### config.mk
export PLATFORM = sky130hd
export DESIGN_NAME = frpwc_timer
export DESIGN_NICKNAME = d
export VERILOG_FILES = /design/src/hdl/frpwc_timer.v /design/src/hdl/frpwc_edge_det.v /design/src/hdl/frpwc_clk_div.v
export VERILOG_INCLUDE_DIRS = /design/src /design/src/hdl
export SDC_FILE = /design/constraint.sdc
export NUM_CORES = 1
export LEC_CHECK = 0
export BUFFER_PORTS_ARGS = -buffer_cell sky130_fd_sc_hd__buf_2
export CAP_MARGIN = 20
export CORE_MARGIN = 2
export CORE_UTILIZATION = 50
export DETAILED_ROUTE_END_ITERATION = 10
export PLACE_DENSITY = 0.68
export RECOVER_POWER = 100
export REMOVE_ABC_BUFFERS = 1
export SLEW_MARGIN = 20
export SYNTH_ARGS = -nofsm -noshare
export SYNTH_HDL_FRONTEND = slang
export SYNTH_SLANG_ARGS = --single-unit
### constraint.sdc
create_clock -name ref_clk -period 2.9 [get_ports ref_clk]
set_input_delay 0.145 -clock ref_clk [delete_from_list [all_inputs] [get_ports ref_clk]]
set_output_delay 0.145 -clock ref_clk [all_outputs]
set_load 0.005 [all_outputs]
### src/hdl/frpwc_defs.vh
`ifndef FRPWC_DEFS_VH
`define FRPWC_DEFS_VH

// =====================================================================
// Register byte offsets
`define FRPWC_OFF_CTL0 12'h000
`define FRPWC_OFF_OPT0 12'h004
`define FRPWC_OFF_IOC1 12'h008
`define FRPWC_OFF_CCR0 12'h00c
`define FRPWC_OFF_CCR1 12'h010
`define FRPWC_OFF_CNT 12'h014
`define FRPWC_OFF_ISTAT 12'h018
`define FRPWC_OFF_IMASK 12'h01c
`define FRPWC_OFF_OVCLR 12'h020

// =====================================================================
// Control register 0 fields
`define FRPWC_CTL0_CE 7
`define FRPWC_CTL0_MD_HI 2
`define FRPWC_CTL0_MD_LO 0
`define FRPWC_CTL0_DIV_HI 6
`define FRPWC_CTL0_DIV_LO 4
`define FRPWC_CTL0_EXTCLK 3
`define FRPWC_MODE_FREERUN 3'h5
`define FRPWC_MODE_PWM 3'h6

// =====================================================================
// Option register 0 fields
`define FRPWC_OPT0_OVF 0
`define FRPWC_OPT0_CCS0 4
`define FRPWC_OPT0_CCS1 5

// =====================================================================
// Edge select: two bits per input
`define FRPWC_EDGE_NONE 2'h0
`define FRPWC_EDGE_RISE 2'h1
`define FRPWC_EDGE_FALL 2'h2
`define FRPWC_EDGE_BOTH 2'h3

// =====================================================================
// Interrupt status bits
`define FRPWC_IRQ_CC0 0
`define FRPWC_IRQ_CC1 1
`define FRPWC_IRQ_OV 2

// =====================================================================
// Reset values and counter top
`define FRPWC_RST_CTL0 8'h00
`define FRPWC_RST_OPT0 8'h00
`define FRPWC_RST_IOC1 4'h0
`define FRPWC_RST_CCR 16'h0000
`define FRPWC_CNT_TOP 16'hffff
`define FRPWC_CNT_ZERO 16'h0000

`endif

### src/hdl/frpwc_timer.v
// The APB interface to the registers and the register offsets were left to the implementer.
`timescale 1ns/1ps
`include "frpwc_defs.vh"
// Overview of operation
// RL1 - Mode 110 measures pulse widths after enable
// RL2 - PWM edge: capture, clear counter, interrupt
// RL3 - Past FFFFH: overflow irq, wrap, flag set
// RL4 - Software enables only one trigger input
// RL5 - External clock on input 0, edge none
// RL6 - Overflow flag cleared by bit or write
// RL7 - Overflow beats a simultaneous bit clear
// RL8 - Software checks flag before clearing it
// RL9 - Two independent compare interval interrupts
// RL10 - Software reloads compare with previous plus interval
// RL11 - Free-run captures on two separate inputs
// RL12 - Software keeps per-channel overflow copies
// RL13 - Software counts multiple wraps itself
// RL14 - Software adds 10000H per flagged overflow
// RL15 - Mode 101 free-runs and wraps after enable
// RL16 - Per-register capture or compare selection
// RL17 - Free-run capture keeps counter running
// RL18 - Edge effects land on one count clock
module frpwc_timer (
  ref_clk,
  rstn,
  psel,
  penable,
  pwrite,
  paddr,
  pwdata,
  prdata,
  pready,
  pslverr,
  captureInput0,
  captureInput1,
  captureCompareIrq0,
  captureCompareIrq1,
  overflowIrq,
  irq
);
  input ref_clk;
  input rstn;
  input psel;
  input penable;
  input pwrite;
  input [11:0] paddr;
  input [31:0] pwdata;
  output [31:0] prdata;
  output pready;
  output pslverr;
  input captureInput0;
  input captureInput1;
  output captureCompareIrq0;
  output captureCompareIrq1;
  output overflowIrq;
  output irq;

  reg [31:0] prdata;
  reg pready;
  reg pslverr;
  reg captureCompareIrq0;
  reg captureCompareIrq1;
  reg overflowIrq;
  reg irq;

  reg [7:0] controlReg0_r;
  reg [7:0] optionReg0_r;
  reg [3:0] edgeSelectReg_r;
  reg [15:0] ccReg0_r;
  reg [15:0] ccReg1_r;
  reg [15:0] count_r;
  reg [2:0] intStat_r;
  reg [2:0] intMask_r;
  reg [31:0] rdMux;

  wire edgeHit0;
  wire edgeHit1;
  wire tick;

  // =====================================================================
  // Decoding helpers
  function isAddr;
    input [11:0] addr;
    input [11:0] off;
    begin
      isAddr = (addr == off);
    end
  endfunction

  // Compare hit between count and a capture/compare register
  function ccMatch;
    input [15:0] cnt;
    input [15:0] cmpVal;
    begin
      ccMatch = (cnt == cmpVal);
    end
  endfunction

  // Bus strobes and decoded control fields
  wire access = psel & penable & pready;
  wire wrStb = access & pwrite;
  wire countEnableBit = controlReg0_r[`FRPWC_CTL0_CE];
  wire [2:0] mode = controlReg0_r[`FRPWC_CTL0_MD_HI:`FRPWC_CTL0_MD_LO];
  wire modeFree = (mode == `FRPWC_MODE_FREERUN);
  wire modePwm = (mode == `FRPWC_MODE_PWM);
  wire running = countEnableBit & (modeFree | modePwm);
  wire extClk = controlReg0_r[`FRPWC_CTL0_EXTCLK];
  wire cc0CaptureSelect = optionReg0_r[`FRPWC_OPT0_CCS0];
  wire cc1CaptureSelect = optionReg0_r[`FRPWC_OPT0_CCS1];

  // =====================================================================
  // Input edge detection and count clock
  frpwc_edge_det u_edge0 (
    .ref_clk(ref_clk),
    .rstn(rstn),
    .pinIn(captureInput0),
    .edgeSel(edgeSelectReg_r[1:0]),
    .edgeHit(edgeHit0)
  );

  frpwc_edge_det u_edge1 (
    .ref_clk(ref_clk),
    .rstn(rstn),
    .pinIn(captureInput1),
    .edgeSel(edgeSelectReg_r[3:2]),
    .edgeHit(edgeHit1)
  );

  // External clock uses input 0 rising edges only
  wire extEdge;
  frpwc_edge_det u_extclk (
    .ref_clk(ref_clk),
    .rstn(rstn),
    .pinIn(captureInput0),
    .edgeSel(`FRPWC_EDGE_RISE),
    .edgeHit(extEdge)
  );

  // Count clock enable from prescaler or input 0
  frpwc_clk_div u_div (
    .ref_clk(ref_clk),
    .rstn(rstn),
    .run(running),
    .divSel(controlReg0_r[`FRPWC_CTL0_DIV_HI:`FRPWC_CTL0_DIV_LO]),
    .extSel(extClk),
    .extEdge(extEdge),
    .tick(tick)
  );

  // =====================================================================
  // Event qualification
  // Input 0 never triggers while it carries the count clock
  wire trig0 = edgeHit0 & ~extClk; // RL5
  wire trig1 = edgeHit1;
  wire capture0 = running & trig0 & (modePwm | cc0CaptureSelect); // RL16
  wire capture1 = running & trig1 & (modePwm | cc1CaptureSelect); // RL16
  wire pwmClear = modePwm & (capture0 | capture1); // RL2
  wire overflowEv = running & tick & (count_r == `FRPWC_CNT_TOP) & ~pwmClear; // RL3
  wire match0 = running & modeFree & ~cc0CaptureSelect & tick & ccMatch(count_r, ccReg0_r); // RL9
  wire match1 = running & modeFree & ~cc1CaptureSelect & tick & ccMatch(count_r, ccReg1_r); // RL9
  wire ccEv0 = capture0 | match0;
  wire ccEv1 = capture1 | match1;

  // =====================================================================
  // Register write strobes
  wire wrCtl = wrStb & isAddr(paddr, `FRPWC_OFF_CTL0);
  wire wrIoc = wrStb & isAddr(paddr, `FRPWC_OFF_IOC1);
  wire wrMask = wrStb & isAddr(paddr, `FRPWC_OFF_IMASK);
  wire wrStat = wrStb & isAddr(paddr, `FRPWC_OFF_ISTAT);
  wire wrOpt = wrStb & isAddr(paddr, `FRPWC_OFF_OPT0);
  wire bitClr = wrStb & isAddr(paddr, `FRPWC_OFF_OVCLR) & pwdata[`FRPWC_OPT0_OVF];
  wire wrCcr0 = wrStb & isAddr(paddr, `FRPWC_OFF_CCR0);
  wire wrCcr1 = wrStb & isAddr(paddr, `FRPWC_OFF_CCR1);

  // =====================================================================
  // Counter
  // Next count when a count clock arrives
  wire [15:0] countPlusOne = count_r + 16'h0001;

  always @(posedge ref_clk or negedge rstn) begin
    if (!rstn) begin
      count_r <= `FRPWC_CNT_ZERO;
    end else if (!running) begin
      count_r <= `FRPWC_CNT_ZERO;
    end else if (pwmClear) begin
      count_r <= `FRPWC_CNT_ZERO; // RL2
    end else if (tick) begin
      count_r <= countPlusOne; // RL3 RL15
    end
  end

  // =====================================================================
  // Capture/compare registers, hardware capture over software write
  always @(posedge ref_clk or negedge rstn) begin
    if (!rstn) begin
      ccReg0_r <= `FRPWC_RST_CCR;
      ccReg1_r <= `FRPWC_RST_CCR;
    end else begin
      // Channel 0: capture beats a bus write
      if (capture0) begin
        ccReg0_r <= count_r; // RL2 RL17 RL18
      end else if (wrCcr0) begin
        ccReg0_r <= pwdata[15:0];
      end
      // Channel 1 mirrors channel 0
      if (capture1) begin
        ccReg1_r <= count_r; // RL11 RL17 RL18
      end else if (wrCcr1) begin
        ccReg1_r <= pwdata[15:0];
      end
    end
  end

  // =====================================================================
  // Control and option registers
  always @(posedge ref_clk or negedge rstn) begin
    if (!rstn) begin
      controlReg0_r <= `FRPWC_RST_CTL0;
      optionReg0_r <= `FRPWC_RST_OPT0;
      edgeSelectReg_r <= `FRPWC_RST_IOC1;
    end else begin
      // Control: enable, prescale, source, mode
      if (wrCtl) begin
        controlReg0_r <= pwdata[7:0]; // RL1 RL15
      end
      // Edge selects, two bits per input
      if (wrIoc) begin
        edgeSelectReg_r <= pwdata[3:0];
      end
      // Select bits from byte write; overflow flag set wins
      if (wrOpt) begin
        optionReg0_r[7:1] <= pwdata[7:1];
      end
      if (overflowEv) begin
        optionReg0_r[`FRPWC_OPT0_OVF] <= 1'b1; // RL3 RL7
      end else if (bitClr) begin
        optionReg0_r[`FRPWC_OPT0_OVF] <= 1'b0; // RL6
      end else if (wrOpt & ~pwdata[`FRPWC_OPT0_OVF]) begin
        optionReg0_r[`FRPWC_OPT0_OVF] <= 1'b0; // RL6
      end
    end
  end

  // =====================================================================
  // Interrupt pulses, sticky status, mask and level output
  // Sticky status: write-one clears, new events win
  wire [2:0] statClr = wrStat ? pwdata[2:0] : 3'h0;
  wire [2:0] statSet = {overflowEv, ccEv1, ccEv0};
  wire irqLevel = |(intStat_r & intMask_r);

  always @(posedge ref_clk or negedge rstn) begin
    if (!rstn) begin
      captureCompareIrq0 <= 1'b0;
      captureCompareIrq1 <= 1'b0;
      overflowIrq <= 1'b0;
      intStat_r <= 3'h0;
      intMask_r <= 3'h0;
      irq <= 1'b0;
    end else begin
      captureCompareIrq0 <= ccEv0; // RL2 RL18
      captureCompareIrq1 <= ccEv1; // RL18
      overflowIrq <= overflowEv; // RL3
      if (wrMask) begin
        intMask_r <= pwdata[2:0];
      end
      // Set wins when an event meets its clear
      intStat_r <= (intStat_r & ~statClr) | statSet;
      // Level output, one cycle behind status
      irq <= irqLevel;
    end
  end

  // =====================================================================
  // APB read mux
  always @* begin
    rdMux = 32'h00000000;
    case (paddr)
      `FRPWC_OFF_CTL0: rdMux = {24'h000000, controlReg0_r};
      `FRPWC_OFF_OPT0: rdMux = {24'h000000, optionReg0_r};
      `FRPWC_OFF_IOC1: rdMux = {28'h0000000, edgeSelectReg_r};
      `FRPWC_OFF_CCR0: rdMux = {16'h0000, ccReg0_r};
      `FRPWC_OFF_CCR1: rdMux = {16'h0000, ccReg1_r};
      `FRPWC_OFF_CNT: rdMux = {16'h0000, count_r};
      `FRPWC_OFF_ISTAT: rdMux = {29'h00000000, intStat_r};
      `FRPWC_OFF_IMASK: rdMux = {29'h00000000, intMask_r};
      `FRPWC_OFF_OVCLR: rdMux = 32'h00000000;
      default: rdMux = 32'h00000000;
    endcase
  end

  // =====================================================================
  // Refused access: misaligned or past the last register
  wire badAddr = (paddr[1:0] != 2'h0) | (paddr > `FRPWC_OFF_OVCLR);

  // One wait state: pready registered in access phase
  always @(posedge ref_clk or negedge rstn) begin
    if (!rstn) begin
      pready <= 1'b0;
      prdata <= 32'h00000000;
      pslverr <= 1'b0;
    end else begin
      // Answer in the second access cycle only
      if (psel & penable & ~pready) begin
        pready <= 1'b1;
        prdata <= rdMux;
        pslverr <= badAddr;
      end else begin
        pready <= 1'b0;
        pslverr <= 1'b0;
      end
    end
  end
endmodule // frpwc_timer

### src/hdl/frpwc_edge_det.v
`timescale 1ns/1ps
// =====================================================================
// Pin synchroniser and programmable edge detector
module frpwc_edge_det (
  ref_clk,
  rstn,
  pinIn,
  edgeSel,
  edgeHit
);
  input ref_clk;
  input rstn;
  input pinIn;
  input [1:0] edgeSel;
  output edgeHit;

  reg syncA_r;
  reg syncB_r;
  reg prev_r;
  reg edgeHit;

  // Two-stage synchroniser, then edge history
  always @(posedge ref_clk or negedge rstn) begin
    if (!rstn) begin
      syncA_r <= 1'b0;
      syncB_r <= 1'b0;
      prev_r <= 1'b0;
    end else begin
      syncA_r <= pinIn;
      syncB_r <= syncA_r;
      prev_r <= syncB_r;
    end
  end

  // Edge qualification by selection
  always @* begin
    case (edgeSel)
      2'h1: edgeHit = syncB_r & ~prev_r;
      2'h2: edgeHit = ~syncB_r & prev_r;
      2'h3: edgeHit = syncB_r ^ prev_r;
      default: edgeHit = 1'b0;
    endcase
  end
endmodule // frpwc_edge_det

### src/hdl/frpwc_clk_div.v
`timescale 1ns/1ps
// =====================================================================
// Count clock enable: prescaler or external clock edge
module frpwc_clk_div (
  ref_clk,
  rstn,
  run,
  divSel,
  extSel,
  extEdge,
  tick
);
  input ref_clk;
  input rstn;
  input run;
  input [2:0] divSel;
  input extSel;
  input extEdge;
  output tick;

  reg [7:0] pre_r;
  reg tick;

  // Free prescaler, cleared while stopped
  always @(posedge ref_clk or negedge rstn) begin
    if (!rstn) begin
      pre_r <= 8'h00;
    end else if (!run) begin
      pre_r <= 8'h00;
    end else begin
      pre_r <= pre_r + 8'h01;
    end
  end

  // Select rate 2^divSel or external edge
  always @* begin
    if (!run) begin
      tick = 1'b0;
    end else if (extSel) begin
      tick = extEdge;
    end else if (divSel == 3'h0) begin
      tick = 1'b1;
    end else begin
      tick = ((pre_r & ((8'h01 << divSel) - 8'h01)) == 8'h00);
    end
  end
endmodule // frpwc_clk_div

==> impl_metrics.tcl <==
set metrics [dict create \
    status "finished, final reports clean" \
    critPathRequiredTime_ns 3.11 \
    ant_nets 0 \
    fin_worst_skew_ns 0.009089 \
    hold_path.class "in2reg" \
    end_kind "flop" \
    clkTransAtPathRegs_ns 0.07 \
    p_leak_uw 0.002781 \
    p_int_uw 2234 \
    cts_tree "done" \
    totalNegativeSetupSlack_ns 0 \
    reg2reg_to "optionReg0_r[0]" \
    setup_viol 0 \
    drv_slew 0 \
    syn_area_per_cell_sq_um 10.16 \
    die_y_um 113.8 \
    postCtsSetupBuffers 0 \
    synth_edf_count 0 \
    syn_area_sq_um 6026 \
    final_common_cell "dfrtp_1" \
    power.switching_uw 646.7 \
    place_inst 762 \
    arrival_ns 2.65 \
    power.share.clock_pct 42.0 \
    wl_per_cell_um 18.95 \
    cp-start-kind "flop" \
    hold_violations 0 \
    ys_seq_elements 109 \
    fin_crit_ns 2.440 \
    via_per_inst 5.958 \
    worst_pin_slew_ns 1.411 \
    portBuffers 56 \
    worst-setup-path-type "reg2reg" \
    p_per_area_nw_per_um2 437.4 \
    clk_path_buf_depth 2 \
    fin_crit_sh_pct 84.12 \
    hpwlAfterDp_um 10360 \
    final_cell_mix "dfrtp_1 (109), o21ai_0 (49), nand2_1 (47)" \
    drc_errors 0 \
    dp_slack_ns 0.4600 \
    synth_ff_type "dfrtp_1" \
    dieArea_sq_um 12950 \
    crit_start "u_extclk.prev_r" \
    drt_iter0_markers 290 \
    drt-total-wl_um 14780 \
    clock-sinks 109 \
    power_uw 2881 \
    postPlaceCellArea_sq_um 6334 \
    r2r_setup_slack_ns 0.46 \
    coreArea_sq_um 11910 \
    synthArstFlopShare_pct 100.0 \
    start_util_pct 50.59 \
    grt-ovfl-total 0 \
    r2r_cells 7 \
    power_frac_comb_pct 5.0 \
    peakVddDrop_v 0.0003213 \
    cp_max_fo 18 \
    final_layout_size_suffix_gt1_share_pct 16.59 \
    reg2reg_from "u_extclk.prev_r" \
    synth-warning-count 0 \
    finalNonFillerCells 780 \
    die_width_um 113.8 \
    fillers 1045 \
    cts_buffers 9 \
    endpoint "optionReg0_r[0]" \
    syn2layout_area_growth_pct 9.302 \
    cts_root_buf "clkbuf_16" \
    antenna_found_initial 0 \
    grt_pass1_wl_um 23870 \
    seqPwrFrac_pct 53.1 \
    htreeDepth 3 \
    fmax_mhz 409.9 \
    fin_nets 686 \
    grt_pass1_vias 4572 \
    switching_share_pct 22.45 \
    final_cell_area_sq_um 6586 \
    vias 4647 \
    rsz0062_at_grt "false" \
    gp_congestion 0.8528 \
    ys_seq_area_share_pct 45.27 \
    grt_max_degree 57 \
    relSlewSlack_pct 5.909 \
    antenna_cells 0 \
    worst_slack_ns 0.4604 \
    synthCells 593 \
    drt_first_pass_iters 6 \
    cap_violations 0 \
    insertion_delay_ns 0.35 \
    groute.usage.overall_pct 23.95 \
    row_count 40 \
    pin_count 89 \
    yosysUniqueCellTypes 54 \
]
-- power by group through the flow --
stage,Combinational (uW),Clock (uW),Sequential (uW)
2_1_floorplan,47.6,0,1560
3_3_place_gp,141,0,1560
3_5_place_dp,145,0,1560
4_1_cts,149,1230,1530
5_1_grt,162,1290,1530
6_report,143,1210,1530
-- worst max-delay path, stage by stage (launching register included) --
cell      delay [ns]
dfrtp_1         0.36
inv_1           0.05
ha_1            0.22
o21ai_0         0.18
o31a_1          0.53
clkbuf_1        0.58
or3_1           0.29
o21ai_0         0.09
-- synth_stat cells, drive strengths merged, types with 4 or more instances --
cell type | number | area share, %
nor2b | 7 | 0.73
inv | 14 | 0.87
nand3b | 5 | 0.62
nor4b | 5 | 0.98
a221o | 11 | 1.8
or3 | 11 | 1.1
xor2 | 6 | 0.87
nor2 | 31 | 1.9
xnor2 | 32 | 4.7
o21ai | 54 | 4.7
o31ai | 5 | 0.62
mux4 | 7 | 2.6
nand3 | 19 | 1.6
nand4 | 9 | 0.93
a22oi | 7 | 0.87
ha | 6 | 1.2
nand2b | 7 | 0.73
buf | 26 | 3.0
nor4 | 7 | 0.83
dfrtp | 109 | 45
mux2 | 23 | 4.3
mux2i | 39 | 6.5
or4 | 9 | 1.2
a21oi | 21 | 1.7
nand2 | 47 | 2.9
and3 | 7 | 0.73
clkbuf | 33 | 2.1
nor3 | 4 | 0.33
a22o | 5 | 0.73
-- area by class of cell --
type	instances	area (sq um)	share of cell area (%)
sequential	109	2728	41.41
multi-input combinational	426	2983	45.29
clock buffer	10	229.0	3.476
inverter	14	52.55	0.7979
timing repair buffer	69	357.8	5.433
clock inverter	5	52.55	0.7979
tap	147	183.9	2.793
-- metrics by stage --
step	utilization [%]	hold WS, ns
6_report	55.29	0.08283
5_1_grt	55.29	0.08089
3_5_place_dp	53.17	0.2561
3_3_place_gp	53.17	0.2517
4_1_cts	55.79	0.06525
2_1_floorplan	-	-0.1506
-- state kept, by name, indices dropped and copies added, names as in the netlist, 3 cells and up --
register	cells
ccReg0_r	16
ccReg1_r	16
controlReg0_r	8
count_r	16
edgeSelectReg_r	4
intMask_r	3
intStat_r	3
optionReg0_r	8
prdata	16
u_div.pre_r	7
-- timing repair --
item,CTS,global route
hold buffers,3,0
endpoints found under the hold margin,56,0
resized for setup,0,0
-- routing by layer --
layer / up-vias / wire length [um] / track usage, %
met3: 20 / 748 / 4.091
met1: 2298 / 6541 / 31.71
met4: 0 / 291 / 10.16
met2: 159 / 7197 / 39.20
met5: - / 0 / 0
li1: 2170 / - / -
-- cells by family after synthesis --
kind of cell	count (synthesis)	share of synthesized area, %
compound gates	119	12.71
xor+xnor	38	5.523
fa+ha+maj	6	1.246
buf+inv	73	5.897
flops	109	45.27
mux	69	13.39
other cells	1	0.06223
simple gates	178	15.91
-- how the worst min path moves through the flow --
stage	depth (start not counted)	from	slack [ns]	end
after floorplan	0	rstn	-0.15	captureCompareIrq0
after global placement	1	rstn	0.25	optionReg0_r[2]
after detailed placement	1	rstn	0.26	optionReg0_r[2]
after CTS	3	paddr[5]	0.07	pslverr
after global routing	3	pwdata[12]	0.08	ccReg1_r[12]
final	3	paddr[5]	0.08	pslverr
(Power assumes the default switching activity.)
